## src/logic/scg_defines.svh

```systemverilog
`ifndef SCG_DEFINES_SVH
`define SCG_DEFINES_SVH

// ----------------------------------------
// Register offsets (byte addresses)
// ----------------------------------------
`define SCG_OFF_PATHSEL 8'h00
`define SCG_OFF_IRQ_RAW 8'h04
`define SCG_OFF_IRQ_MASKED 8'h08
`define SCG_OFF_IRQ_ENSET 8'h0c
`define SCG_OFF_IRQ_ENCLR 8'h10
`define SCG_OFF_IRQ_CLEAR 8'h14
`define SCG_OFF_REGULATOR 8'h18
`define SCG_OFF_GATING 8'h1c
`define SCG_OFF_SLEEP_EN 8'h20
`define SCG_OFF_DEEP_EN 8'h24
`define SCG_OFF_STATUS 8'h28
`define SCG_OFF_MASK 8'h2c
`define SCG_OFF_IRQ_EN 8'h30

// ----------------------------------------
// Interrupt bit positions
// ----------------------------------------
`define SCG_BIT_MAIN_OSC_POWERUP 0
`define SCG_BIT_USB_PLL_LOCK 1
`define SCG_BIT_MAIN_PLL_LOCK 2
`define SCG_BIT_BROWNOUT 3

// ----------------------------------------
// Regulator settings, 50 mV steps
// ----------------------------------------
`define SCG_REG_LOWEST 4'h0
`define SCG_REG_DEFAULT 4'h5
`define SCG_REG_HIGHEST 4'ha

`define SCG_PATH_BASE_PERIPH 32'h40004000
`define SCG_PATH_BASE_FAST 32'h40058000
`define SCG_PATH_STRIDE_PERIPH 32'h00001000
`define SCG_PATH_STRIDE_FAST 32'h00001000

`endif

```

## src/logic/scg_pkg.sv

```systemverilog
package scg_pkg;
  typedef struct packed {
    logic [7:0] addr;
    logic [31:0] wdata;
    logic wr;
    logic rd;
  } scg_req_t;

  typedef enum logic [1:0] {
    SCG_RUN,
    SCG_SLEEP,
    SCG_DEEP
  } scg_power_t;
endpackage : scg_pkg

```

## src/logic/scg_sysctl.sv

```systemverilog
// Design decisions made here: the strobed register port and the address map.
`timescale 1ns/1ps
`include "scg_defines.svh"
// How it works
// - Eight path-select bits; clear bit means port reached via peripheral bus only.
// - Set bit decodes the port at its high-speed alias address instead.
// - Four interrupt sources: oscillator power-up, USB PLL lock, main PLL lock, brown-out.
// - Clear write with mask clears only selected latched sources.
// - Interrupt output is OR of raw bits ANDed with enables.
// - Enable-set sets only named bits; enable-clear clears only named bits.
// - Raw and masked status views readable at same bit positions.
// - Regulator field resets to 2.5 V setting, range plus or minus ten percent.
// - Regulator field holds eleven settings in equal steps; read returns last in-range value written.
// - Gating bit clear at reset: sleep clocks follow run clocking.
// - Gating set: sleep and deep-sleep clocks follow per-peripheral enables.
// - Deep-sleep enables keep values while gating off and do nothing.
module scg_sysctl #(
  parameter int NUM_PORTS = 8,
  parameter int NUM_PERIPH = 32
) (
  input wire logic clock,
  input wire logic rst_b,
  input wire logic [7:0] regAddr,
  input wire logic [31:0] regWdata,
  input wire logic regWr,
  input wire logic regRd,
  output logic [31:0] regRdata,
  input wire logic [3:0] irqEventPin,
  input wire logic [1:0] powerMode,
  input wire logic [NUM_PERIPH-1:0] runClockEn,
  input wire logic [31:0] portAccessAddr,
  input wire logic portAccessValid,
  output logic [NUM_PORTS-1:0] portHit,
  output logic portHitFast,
  output logic [NUM_PERIPH-1:0] periphClockEn,
  output logic [3:0] regulatorSetting,
  output logic sysIrq,
  output logic ctlIrq
);

  // Port decode and register layout only cover eight ports and one 32-bit word of peripherals
  if (NUM_PORTS != 8 || NUM_PERIPH < 1 || NUM_PERIPH > 32) begin : gen_bad_params
    $error("scg_sysctl: unsupported parameters");
  end

  // ----------------------------------------
  // Input synchronisers and request bundle
  // ----------------------------------------
  logic [3:0] evtMeta;
  logic [3:0] evtSync;
  logic [3:0] evtPrev;
  logic [1:0] modeMeta;
  logic [1:0] modeSync;
  scg_pkg::scg_req_t req;

  assign req = '{addr: regAddr, wdata: regWdata, wr: regWr, rd: regRd};

  always_ff @(posedge clock or negedge rst_b) begin
    if (!rst_b) begin
      evtMeta <= 4'h0;
      evtSync <= 4'h0;
      evtPrev <= 4'h0;
      modeMeta <= 2'h0;
      modeSync <= 2'h0;
    end else begin
      evtMeta <= irqEventPin;
      evtSync <= evtMeta;
      evtPrev <= evtSync;
      modeMeta <= powerMode;
      modeSync <= modeMeta;
    end
  end

  // Events are rising edges of the synchronised source levels
  logic [3:0] evtPulse;
  assign evtPulse = evtSync & ~evtPrev;

  function automatic logic isWrite(input scg_pkg::scg_req_t r, input logic [7:0] off);
    isWrite = r.wr && (r.addr == off);
  endfunction : isWrite

  // ----------------------------------------
  // Configuration registers
  // ----------------------------------------
  logic [NUM_PORTS-1:0] pathSel;
  logic [3:0] regulator;
  logic gatingOn;
  logic [NUM_PERIPH-1:0] sleepEn;
  logic [NUM_PERIPH-1:0] deepEn;

  always_ff @(posedge clock or negedge rst_b) begin
    if (!rst_b) begin
      pathSel <= '0;
      regulator <= `SCG_REG_DEFAULT;
      gatingOn <= 1'b0;
      sleepEn <= '1;
      deepEn <= '0;
    end else begin
      if (isWrite(req, `SCG_OFF_PATHSEL)) begin
        pathSel <= req.wdata[NUM_PORTS-1:0];
      end
      // Out-of-range settings are ignored so the field never leaves the band
      if (isWrite(req, `SCG_OFF_REGULATOR) && req.wdata[3:0] <= `SCG_REG_HIGHEST) begin
        regulator <= req.wdata[3:0];
      end
      if (isWrite(req, `SCG_OFF_GATING)) begin
        gatingOn <= req.wdata[0];
      end
      if (isWrite(req, `SCG_OFF_SLEEP_EN)) begin
        sleepEn <= req.wdata[NUM_PERIPH-1:0];
      end
      if (isWrite(req, `SCG_OFF_DEEP_EN)) begin
        deepEn <= req.wdata[NUM_PERIPH-1:0];
      end
    end
  end

  // ----------------------------------------
  // System-control interrupt sources
  // ----------------------------------------
  logic [3:0] irqRaw;
  logic [3:0] irqEn;
  logic [3:0] next_irqRaw;
  logic [3:0] next_irqEn;

  always_comb begin
    next_irqRaw = irqRaw;
    if (isWrite(req, `SCG_OFF_IRQ_CLEAR)) begin
      next_irqRaw = irqRaw & ~req.wdata[3:0];
    end
    next_irqRaw = next_irqRaw | evtPulse;
  end

  always_comb begin
    next_irqEn = irqEn;
    if (isWrite(req, `SCG_OFF_IRQ_ENSET)) begin
      next_irqEn = next_irqEn | req.wdata[3:0];
    end
    if (isWrite(req, `SCG_OFF_IRQ_ENCLR)) begin
      next_irqEn = next_irqEn & ~req.wdata[3:0];
    end
  end

  always_ff @(posedge clock or negedge rst_b) begin
    if (!rst_b) begin
      irqRaw <= 4'h0;
      irqEn <= 4'h0;
    end else begin
      irqRaw <= next_irqRaw;
      irqEn <= next_irqEn;
    end
  end

  // Built from next values, so a clear shows at the same edge as the write
  always_ff @(posedge clock or negedge rst_b) begin
    if (!rst_b) begin
      sysIrq <= 1'b0;
    end else begin
      sysIrq <= |(next_irqRaw & next_irqEn);
    end
  end

  // ----------------------------------------
  // Block event status, read-to-clear
  // ----------------------------------------
  // Events: bit0 regulator written, bit1 unmapped access, bit2 path-select written
  logic [2:0] ctlStatus;
  logic [2:0] ctlMask;
  logic [2:0] ctlEvt;
  logic [2:0] next_ctlStatus;
  logic unmapped;

  always_comb begin
    unmapped = 1'b1;
    case (req.addr)
      `SCG_OFF_PATHSEL, `SCG_OFF_IRQ_RAW, `SCG_OFF_IRQ_MASKED, `SCG_OFF_IRQ_ENSET,
      `SCG_OFF_IRQ_ENCLR, `SCG_OFF_IRQ_CLEAR, `SCG_OFF_REGULATOR, `SCG_OFF_GATING,
      `SCG_OFF_SLEEP_EN, `SCG_OFF_DEEP_EN, `SCG_OFF_STATUS, `SCG_OFF_MASK,
      `SCG_OFF_IRQ_EN: unmapped = 1'b0;
      default: unmapped = 1'b1;
    endcase
  end

  assign ctlEvt = {isWrite(req, `SCG_OFF_PATHSEL), (req.wr || req.rd) && unmapped,
                   isWrite(req, `SCG_OFF_REGULATOR)};

  always_comb begin
    next_ctlStatus = ctlStatus;
    if (req.rd && req.addr == `SCG_OFF_STATUS) begin
      next_ctlStatus = 3'h0;
    end
    next_ctlStatus = next_ctlStatus | ctlEvt;
  end

  always_ff @(posedge clock or negedge rst_b) begin
    if (!rst_b) begin
      ctlStatus <= 3'h0;
      ctlMask <= 3'h0;
      ctlIrq <= 1'b0;
    end else begin
      ctlStatus <= next_ctlStatus;
      if (isWrite(req, `SCG_OFF_MASK)) begin
        ctlMask <= req.wdata[2:0];
      end
      ctlIrq <= |(next_ctlStatus & (isWrite(req, `SCG_OFF_MASK) ? req.wdata[2:0] : ctlMask));
    end
  end

  // ----------------------------------------
  // Read data
  // ----------------------------------------
  logic [31:0] next_rdata;

  always_comb begin
    next_rdata = 32'h0;
    case (req.addr)
      `SCG_OFF_PATHSEL: next_rdata[NUM_PORTS-1:0] = pathSel;
      `SCG_OFF_IRQ_RAW: next_rdata[3:0] = irqRaw;
      `SCG_OFF_IRQ_MASKED: next_rdata[3:0] = irqRaw & irqEn;
      `SCG_OFF_IRQ_EN: next_rdata[3:0] = irqEn;
      `SCG_OFF_REGULATOR: next_rdata[3:0] = regulator;
      `SCG_OFF_GATING: next_rdata[0] = gatingOn;
      `SCG_OFF_SLEEP_EN: next_rdata[NUM_PERIPH-1:0] = sleepEn;
      `SCG_OFF_DEEP_EN: next_rdata[NUM_PERIPH-1:0] = deepEn;
      `SCG_OFF_STATUS: next_rdata[2:0] = ctlStatus;
      `SCG_OFF_MASK: next_rdata[2:0] = ctlMask;
      default: next_rdata = 32'h0;
    endcase
  end

  always_ff @(posedge clock or negedge rst_b) begin
    if (!rst_b) begin
      regRdata <= 32'h0;
    end else begin
      regRdata <= req.rd ? next_rdata : 32'h0;
    end
  end

  // ----------------------------------------
  // GPIO path decode
  // ----------------------------------------
  logic [NUM_PORTS-1:0] next_portHit;
  logic next_portHitFast;

  always_comb begin
    next_portHit = '0;
    next_portHitFast = 1'b0;
    for (int i = 0; i < NUM_PORTS; i++) begin
      if (portAccessValid) begin
        if (pathSel[i] && portAccessAddr == `SCG_PATH_BASE_FAST + 32'(i) * `SCG_PATH_STRIDE_FAST) begin
          next_portHit[i] = 1'b1;
          next_portHitFast = 1'b1;
        end
        if (!pathSel[i] && portAccessAddr == `SCG_PATH_BASE_PERIPH + 32'(i) * `SCG_PATH_STRIDE_PERIPH) begin
          next_portHit[i] = 1'b1;
        end
      end
    end
  end

  always_ff @(posedge clock or negedge rst_b) begin
    if (!rst_b) begin
      portHit <= '0;
      portHitFast <= 1'b0;
      regulatorSetting <= `SCG_REG_DEFAULT;
    end else begin
      portHit <= next_portHit;
      portHitFast <= next_portHitFast;
      regulatorSetting <= regulator;
    end
  end

  // ----------------------------------------
  // Sleep clock gating
  // ----------------------------------------
  genvar g;
  generate
    for (g = 0; g < NUM_PERIPH; g++) begin : gen_gate
      always_ff @(posedge clock or negedge rst_b) begin
        if (!rst_b) begin
          periphClockEn[g] <= 1'b0;
        end else if (!gatingOn || modeSync == scg_pkg::SCG_RUN) begin
          periphClockEn[g] <= runClockEn[g];
        end else if (modeSync == scg_pkg::SCG_SLEEP) begin
          periphClockEn[g] <= runClockEn[g] & sleepEn[g];
        end else begin
          periphClockEn[g] <= runClockEn[g] & deepEn[g];
        end
      end
    end
  endgenerate

endmodule : scg_sysctl

```

## config.mk

```make
export PLATFORM = sky130hd
export DESIGN_NAME = scg_sysctl
export DESIGN_NICKNAME = d
export VERILOG_FILES = /design/src/logic/scg_pkg.sv /design/src/logic/scg_sysctl.sv
export VERILOG_INCLUDE_DIRS = /design/src /design/src/logic
export SDC_FILE = /design/constraint.sdc
export NUM_CORES = 1
export LEC_CHECK = 0
export BUFFER_PORTS_ARGS = -buffer_cell sky130_fd_sc_hd__buf_2
export CORE_MARGIN = 2
export CORE_UTILIZATION = 26
export CTS_CLUSTER_SIZE = 24
export DETAILED_ROUTE_END_ITERATION = 8
export GPL_TIMING_DRIVEN = 1
export HOLD_SLACK_MARGIN = 0.12
export PLACE_DENSITY = 0.49
export SYNTH_ARGS = -nofsm -noshare
export SYNTH_HDL_FRONTEND = slang
export SYNTH_SLANG_ARGS = --single-unit
export TNS_END_PERCENT = 20
```

## constraint.sdc

```tcl
create_clock -name clock -period 3.4 [get_ports clock]
set_input_delay 0.34 -clock clock [delete_from_list [all_inputs] [get_ports clock]]
set_output_delay 0.34 -clock clock [all_outputs]
set_load 0.02 [all_outputs]
```

; After elaboration in Yosys (flattened, before gate mapping)
; Memories as Yosys holds them, arrays and structs flattened.
; Index checks and enable logic that the tools add are counted.
[word_totals]
word_cells = 317
n_memories = 1
input_bits = 115
rom_bits = 64
register_bits = 186
out_inout_bits = 79
[classes]
n_reduce_logical = 44
mux = 115
n_bitwise = 75
magnitude_cmp = 1
n_eq_ne = 29
[memory_table]
columns = memory, depth, width, read_ports, rd_ports_with_merged_regs, write_ports, line
row1 = (name not given), 64, 1, 1, 0, 0, scg_sysctl.sv:175  ; case (req.addr)
[ops]
columns = op, n
row1 = $eq 32x31->1 const B, 16
row2 = $mux 1, 104
row3 = $and 1x1->1, 64
row4 = $pmux 24 s2, 1
row5 = $eq 8x6->1 const B, 5
row6 = $eq 8x5->1 const B, 4
row7 = $mux 32, 1
row8 = $logic_and 1x1->1, 28
row9 = $and 4x4->4, 5
row10 = $pmux 2 s9, 1
row11 = $eq 8x4->1 const B, 2
row12 = $mux 4, 3
row13 = $pmux 4 s3, 1
row14 = $pmux 1 s10, 1
row15 = $logic_not 1->1, 9
row16 = $eq 8x3->1 const B, 1
row17 = $logic_not 8->1, 1
row18 = $not 4->4, 2
row19 = $or 4x4->4, 2
row20 = $pmux 1 s7, 1
row21 = $mux 3, 2
row22 = $le 4x4->1 const B, 1
row23 = $logic_not 2->1, 2
row24 = $reduce_or 4->1, 1
row25 = 5 further kinds, 6

; Logic depth before layout (Yosys ltp)
; Gate-level depths: netlist of run 1.
[depth]
word_depth = 18
ltp_mapped = 7
ltp_nobuf = 5

; Least setup slack after synthesis of run 1
; Ideal clock, no wire load.
[synth_path]
path_type = input -> register
startpoint = input port regAddr[5]
endpoint = register pathSel[4]
required_time_ns = 3.275
cell_stages = 6
slack_ns = 1.564
setup_ns = 0.125
t_arrival_ns = 1.711
path_buffers = 2
path_cell_list = buf_2 -> nor4b_2 -> and2_1 -> nor2b_1 -> buf_2 -> mux2_2
[synth_between]
elab_chain_cells = 2
[synth_lines]
columns = item, line
row1 = "start, declared", scg_sysctl.sv:23  ; input wire logic [7:0] regAddr,
row2 = $logic_not 8->1, scg_sysctl.sv:79  ; isWrite = r.wr && (r.addr == off);
row3 = $logic_and 1x1->1, scg_sysctl.sv:79
row4 = "end signal, assigned", scg_sysctl.sv:100  ; pathSel <= req.wdata[NUM_PORTS-1:0];
row5 = "end, declared", scg_sysctl.sv:85  ; logic [NUM_PORTS-1:0] pathSel;
; No other way between the ends.
; A chain may end at the register's enable or synchronous reset.

; Worst setup path in the final report of run 1
[layout_path]
startpoint = input port regAddr[4]
endpoint = register deepEn[10]
[layout_between]
elab_chain_cells = 2
[layout_lines]
columns = item, line
row1 = $eq 8x6->1, scg_sysctl.sv:79
row2 = $logic_and 1x1->1, scg_sysctl.sv:79
row3 = "end signal, assigned", scg_sysctl.sv:113  ; deepEn <= req.wdata[NUM_PERIPH-1:0];
row4 = "end, declared", scg_sysctl.sv:89  ; logic [NUM_PERIPH-1:0] deepEn;
; No other way between the ends.

==> results of run 1 <==
-- registers in the layout (all words and copies together), names as in the netlist, 3 cells and up --
signal	count
deepEn	32
periphClockEn	32
regRdata	32
sleepEn	32
pathSel	8
portHit	8
evtMeta	4
evtPrev	4
evtSync	4
irqEn	4
irqRaw	4
regulatorSetting	4
regulator	4
ctlMask	3
ctlStatus	3
-- layout by cell type, fill, tap and decap left out, types with 11 or more instances in the layout --
master / Yosys / routed
a21boi_0: 33 / 33
clkbuf_16: 0 / 17
nor2b_1: 26 / 26
o21ai_0: 11 / 11
a21oi_1: 14 / 14
a22oi_1: 30 / 30
nand2b_1: 32 / 32
mux2_4: 30 / 30
buf_2: 14 / 192
nor2_1: 19 / 19
nand3_1: 12 / 12
dlygate4sd3_1: 0 / 45
dfrtp_1: 150 / 149
mux2_1: 11 / 11
mux2i_1: 37 / 37
mux2_2: 40 / 40
nand2_1: 24 / 23
dfstp_2: 36 / 36
-- path summary, 6_finish.rpt --
kind                                from  slack, ns  depth (start not counted)                end
max                           regAddr[4]       1.44                          5         deepEn[10]
min reg2reg                   evtMeta[1]       0.35                          0         evtSync[1]
min                        runClockEn[2]       0.15                          2   periphClockEn[2]
max reg2reg                  modeSync[0]       1.57                          4  periphClockEn[25]
min in group asynchronous          rst_b       0.54                          2  periphClockEn[21]
max in group asynchronous          rst_b       1.89                          3        sleepEn[10]
-- per-stage QoR --
| stage | hold slack [ns] | instance area [sq um] | power, uW | setup slack [ns] | cells |
|---|---|---|---|---|---|
| finish | 0.1493 | 10700 | 4806 | 1.438 | 1282 |
| global placement | 0.3338 | 9662 | 2821 | 1.002 | 1205 |
| detailed placement | 0.3347 | 9662 | 2826 | 0.9791 | 1205 |
| global route | 0.1215 | 10700 | 5044 | 1.341 | 1282 |
| CTS | 0.1217 | 10700 | 4908 | 1.449 | 1282 |
| floorplan | 0.04441 | 8297 | 2606 | 1.564 | 641 |
-- worst register-to-register path, stage by stage, from the launching register on --
cell	delay (ns)
dfrtp_1	0.92
buf_4	0.38
nand2b_1	0.08
mux2i_1	0.21
a21boi_0	0.12
-- layout make-up --
class,count,area (sq um),area share (%)
flip-flops and latches,186,4701,43.92
well taps,402,503.0,4.699
multi-input cells,405,3362,31.41
inverters,9,33.78,0.3156
clock buffers,18,439.2,4.103
clock inverters,14,152.6,1.426
repair buffers,248,1513,14.13
-- power groups by stage --
stage	logic, uW	clock network [uW]	registers (uW)
2_1_floorplan	192	0	2410
3_3_place_gp	411	0	2410
3_5_place_dp	414	0	2410
4_1_cts	458	2080	2370
5_1_grt	493	2170	2380
6_report	448	1990	2370
-- per-layer routing --
layer | wire length, um | track usage [%]
met4 | 232 | 3.484
met3 | 1216 | 3.173
met5 | 0 | 0
met1 | 10680 | 19.08
met2 | 10650 | 21.84
-- kinds of logic after synthesis --
kind of cell              Yosys count  share of synthesized area [%]
AOI/OAI and AO/OA                 118                          10.15
xor gates and xnor gates            1                         0.1056
buffers and inverters              50                          2.880
DFF                               186                          56.64
muxes                             122                          17.90
and+or+nand+nor                   164                          12.32
==> key figures, run 1 <==
Run status
  – Status: finished, final reports clean

STA
  – Final setup violation count: 0
  – Slew @ Worst Pin: 0.8776 ns
  – Setup Skew: 0.01241 ns
  – Fin crit share: 57.71%
  – FMAX: 509.6 MHz
  – Final hold viol count: 0
  – Crit path time final: 1.962 ns
  – Max-slew violations: 0
  – Setup TNS: 0 ns
  – Unrepaired setup endpoints after global routing: no
  – Max_slew headroom: 41.49%

Routing
  – # DRC: 0
  – Routed Antenna Nets: 0
  – Routed WL per cell: 17.77 um
  – Drt first pass iters: 5
  – Vias per inst: 4.586
  – Vias: 5879
  – First-iteration detailed-routing DRC count: 387
  – DRT Wirelength: 22780 um

Power
  – Leakage: 0.005091 uW
  – Cell Int Power: 3529 uW
  – Sw frac: 26.56%
  – Maximum vdd drop: 0.3099 mV
  – Pwr Density: 448.9 nW/um^2
  – Psw: 1276 uW
  – Combinational power share: 9.3%
  – Clk pwr share: 41.4%
  – Sequential share of power: 49.3%

Clock network
  – CTS tree: yes
  – H-tree levels: 4
  – Postcts setup bufs: 0
  – Inserted Clock Buffers: 17
  – Worst-skew pair later-pin latency: 0.44 ns
  – Clock Pin Slew Worst Setup and Hold Paths: 0.07 ns
  – Root buf cell: clkbuf_16
  – CTS Hold Bufs: 45
  – Clock buffer depth: 2
  – Gates resized, CTS repair: 0
  – Sink Count: 186

Synth
  – Cell variety after synth: 61
  – Top cells by area, synth: dfrtp_1 45%, dfstp_2 11%, mux2_2 5.4%
  – Netlist Area Pre-Place: 8297 sq um
  – Sequential area share after synthesis: 56.64%
  – Count leader, synth: dfrtp_1
  – FFs w/ async S/R, synth: 100.0%
  – Yosys warnings: 0
  – Synth Register Bits: 186
  – Post-synth EDFFs: 0
  – Mapped Nets: 756
  – Cells after synthesis: 641
  – Commonest cells in the netlist: 150 x dfrtp_1, 40 x mux2_2, 37 x mux2i_1
  – Post-synth top area share: 45.24%
  – Primary FF master, synth: dfrtp_1
  – Post-synthesis area per instance: 12.94 sq um
  – Yosys top cell by area: dfrtp_1

Setup path
  – Max incr delay on CP: 0.54 ns
  – Crit path launch type: primary input
  – Crit Path Class: primary input to register
  – Critical Path AT: 2.28 ns
  – Critical Path Fanout Max: 32
  – Critical-path top delay cell: nor4b_4
  – Family with the most delay on the worst path: simple AND/OR/NAND/NOR gates
  – Worst EP required: 3.72 ns
  – Crit-path cells: buf_2 -> nor4b_4 -> and2_2 -> nand2_4 -> mux2_4
  – CP Buf/Inv Count: 1
  – Critical Path End Type: register

Finish
  – Layout cell share with drive strength beyond 1: 40.80%
  – Final Util: 34.01%
  – Layout overhead on the synthesized area: 29.02%
  – NumNets Final: 982
  – Fillcell total: 3196
  – Total inserted antenna cells: 0

Die
  – Starting Density: 26.36%
  – IO Pins: 194
  – Full die area: 33360 sq um
  – Die X: 182.6 um
  – # rows: 65
  – Die H: 182.6 um
  – Core box area: 31470 sq um

GRT
  – GRT Total Usage: 13.80%
  – First-pass GRT wire length: 35060 um
  – Largest net degree at the start of global routing: 100
  – Initial antenna violation count: 0
  – Global route overflow: 0
  – Vias in the first global route: 6014

Min path
  – Hold WC Path Type: primary input to register

Placed design
  – Gp weighted congestion: 0.8344
  – DP Wirelength: 15130 um
  – IO Port Bufs: 193

Run
  – # Max-Cap Violations: 0
No activity file was read; power rests on OpenSTA's default activity.
==> run 2: changes to the inputs <==
ABC_AREA = 1   (was not set)
PLACE_DENSITY = 0.5   (was 0.49)
clock period = 1.8 ns   (was 3.4 ns; I/O delays follow)
==> key figures, run 2 <==
Run status
  – Status: finished, final reports clean

Synth
  – Primary FF master, synth: dfrtp_1
  – FFs w/ async S/R, synth: 100.0%
  – Cell variety after synth: 30
  – Largest family of logic cells by synthesized area: simple AND/OR/NAND/NOR gates
  – Yosys top cell by area: dfrtp_1
  – Mapped Nets: 1037
  – Netlist Area Pre-Place: 7936 sq um
  – Commonest cells in the netlist: 287 x nand2_1, 150 x dfrtp_1, 105 x inv_1
  – Post-synthesis simple-gate area fraction: 22.50%
  – Sequential area share after synthesis: 59.21%
  – Xor/xnor share of the synthesized area: 0%
  – Synth Area in Compound Gates: 10.97%
  – Post-synth top area share: 47.30%
  – Post-synthesis area per instance: 8.608 sq um
  – Count leader, synth: nand2_1
  – Top cells by area, synth: dfrtp_1 47%, nand2_1 14%, dfstp_2 12%
  – Post-synthesis mux area share: 0%
  – Yosys warnings: 0
  – Post-synth EDFFs: 0
  – Cells after synthesis: 922
  – Adder-cell share of the synthesized area: 0%
  – Synth Register Bits: 186

Routing
  – # DRC: 0
  – Vias: 6856
  – Routed WL per cell: 14.50 um
  – Routed Antenna Nets: 0
  – Drt first pass iters: 4
  – DRT Wirelength: 23130 um
  – Vias per inst: 4.298
  – First-iteration detailed-routing DRC count: 329

Placed design
  – Gp weighted congestion: 0.8664
  – DP Wirelength: 16040 um
  – IO Port Bufs: 193

Die
  – Core box area: 29870 sq um
  – Starting Density: 26.57%
  – Full die area: 31940 sq um
  – IO Pins: 194
  – # rows: 63
  – Die H: 178.7 um
  – Die X: 178.7 um

Clock network
  – Inserted Clock Buffers: 17
  – Sink Count: 186
  – Worst-skew pair later-pin latency: 0.41 ns
  – CTS tree: yes
  – H-tree levels: 4
  – Clock buffer depth: 2
  – Postcts setup bufs: 0
  – Root buf cell: clkbuf_16
  – Clock Pin Slew Worst Setup and Hold Paths: 0.07 ns

STA
  – Max-slew violations: 0
  – Setup TNS: 0 ns
  – Final setup violation count: 0
  – Crit path time final: 1.525 ns
  – Unrepaired setup endpoints after global routing: no
  – Fin crit share: 84.75%
  – Setup Skew: 0.009782 ns
  – Hold WS: 0.1876 ns
  – FMAX: 655.6 MHz
  – Slew @ Worst Pin: 0.5542 ns
  – Max_slew headroom: 62.89%
  – Final hold viol count: 0

Finish
  – Layout overhead on the synthesized area: 35.76%
  – Fillcell total: 3087
  – Total inserted antenna cells: 0
  – Commonest non-fill, non-tap cell in the layout: nand2_1
  – NumNets Final: 1307
  – Layout cell share with drive strength beyond 1: 24.98%
  – Most frequent cells in the layout: 287 x nand2_1, 192 x buf_2, 150 x dfrtp_1, 105 x inv_1, 77 x nor2_1
  – Area of the multi-input gates: 2664 sq um
  – Register area: 4700 sq um

GRT
  – Global route overflow: 0
  – GR Util met2: 24.65%
  – Met3 Use GR: 2.290%
  – Most used routing layer: met2
  – First-pass GRT wire length: 36660 um
  – GRT Total Usage: 14.82%
  – Largest net degree at the start of global routing: 65
  – Initial antenna violation count: 0
  – Vias in the first global route: 6840
  – GR Util met1: 20.02%

Setup path
  – Max incr delay on CP: 0.53 ns
  – Critical-path top delay cell: dlygate4sd3_1
  – Critical Path End Type: register
  – Critical Path AT: 1.85 ns
  – Crit path launch type: primary input
  – Critical Path Fanout Max: 7
  – Worst EP required: 2.12 ns
  – Critical Path Most Common Cell: nand2_1
  – Crit Path Class: primary input to register
  – Crit-path cells: dlygate4sd3_1 -> buf_2 -> nand4_1 -> nor2_2 -> inv_2 -> nand2_1 -> nand3_1 -> nand2_1 -> nand2_1 -> inv_1 -> nand2_1

Min path
  – Hold WC Path Type: primary input to register

Power
  – Maximum vdd drop: 0.4794 mV
  – Leakage: 0.005167 uW
  – Pwr Density: 815.0 nW/um^2

Run
  – # Max-Cap Violations: 0
-- run 2: cell count changes in the layout (fill, tap and decap cells not counted), moves of 37 or more --
cell / previous run / this run
nand2_1: 23 / 287
inv_1: 9 / 105
o21ai_1: 1 / 73
nor2_1: 19 / 77
mux2_2: 40 / 0
mux2i_1: 37 / 0
-- run 2: path summary, 6_finish.rpt --
check                                   startpoint               end  slack, ns  depth (start not counted)
min in group asynchronous                    rst_b        deepEn[12]       0.29                          2
worst max register to register         modeSync[1]  periphClockEn[1]       0.50                          3
worst max-delay path                         regWr            sysIrq       0.27                         11
max in group asynchronous                    rst_b       sleepEn[31]       0.84                          3
worst min register to register          evtMeta[2]        evtSync[2]       0.35                          0
worst min-delay path            portAccessAddr[13]        portHit[1]       0.19                          4
-- run 2: kinds of logic after synthesis --
family,Yosys count
and+or+nand+nor,429
DFF,186
AOI/OAI and AO/OA,161
buffers and inverters,146
-- run 2: final cells by class --
cell class              count  share of cell area, %
repair buffers            285                  18.22
multi-input cells         590                  24.72
inverters                 112                  3.902
well taps                 390                  4.529
flip-flops and latches    186                  43.62
clock inverters            13                 0.8942
clock buffers              19                  4.111
-- run 2: through the flow --
stage	setup WS [ns]	util (%)	cells	power, uW	area (sq um)
2_1_floorplan	0.6050	-	922	4823	7936
3_3_place_gp	0.2435	31.78	1489	5242	9494
3_5_place_dp	0.2184	31.78	1489	5247	9494
4_1_cts	0.2689	36.06	1595	8942	10770
5_1_grt	0.1400	36.06	1595	9256	10770
6_report	0.2746	36.06	1595	8781	10770
-- run 2: metal layers --
layer | up-vias | share of wire (%)
li1 | 3461 | -
met3 | 18 | 3.5
met5 | - | 0
met1 | 3244 | 47
met2 | 133 | 48
met4 | 0 | 1.7
-- run 2: power breakdown --
group	total [uW]	switching [uW]	internal (uW)
combinational	823	467	356
clock	3500	1670	1820
sequential	4460	97.6	4360
total	8780	2240	6540
-- run 2: critical path: cells and delay by family --
kind	cells	cell delay [ns]
buf+inv	4	0.88
simple gates	7	0.77
-- run 2: timing repair --
item                                   in CTS  in global routing
hold buffers                               74                  0
resized for setup                           0                  0
endpoints found under the hold margin     173                  0
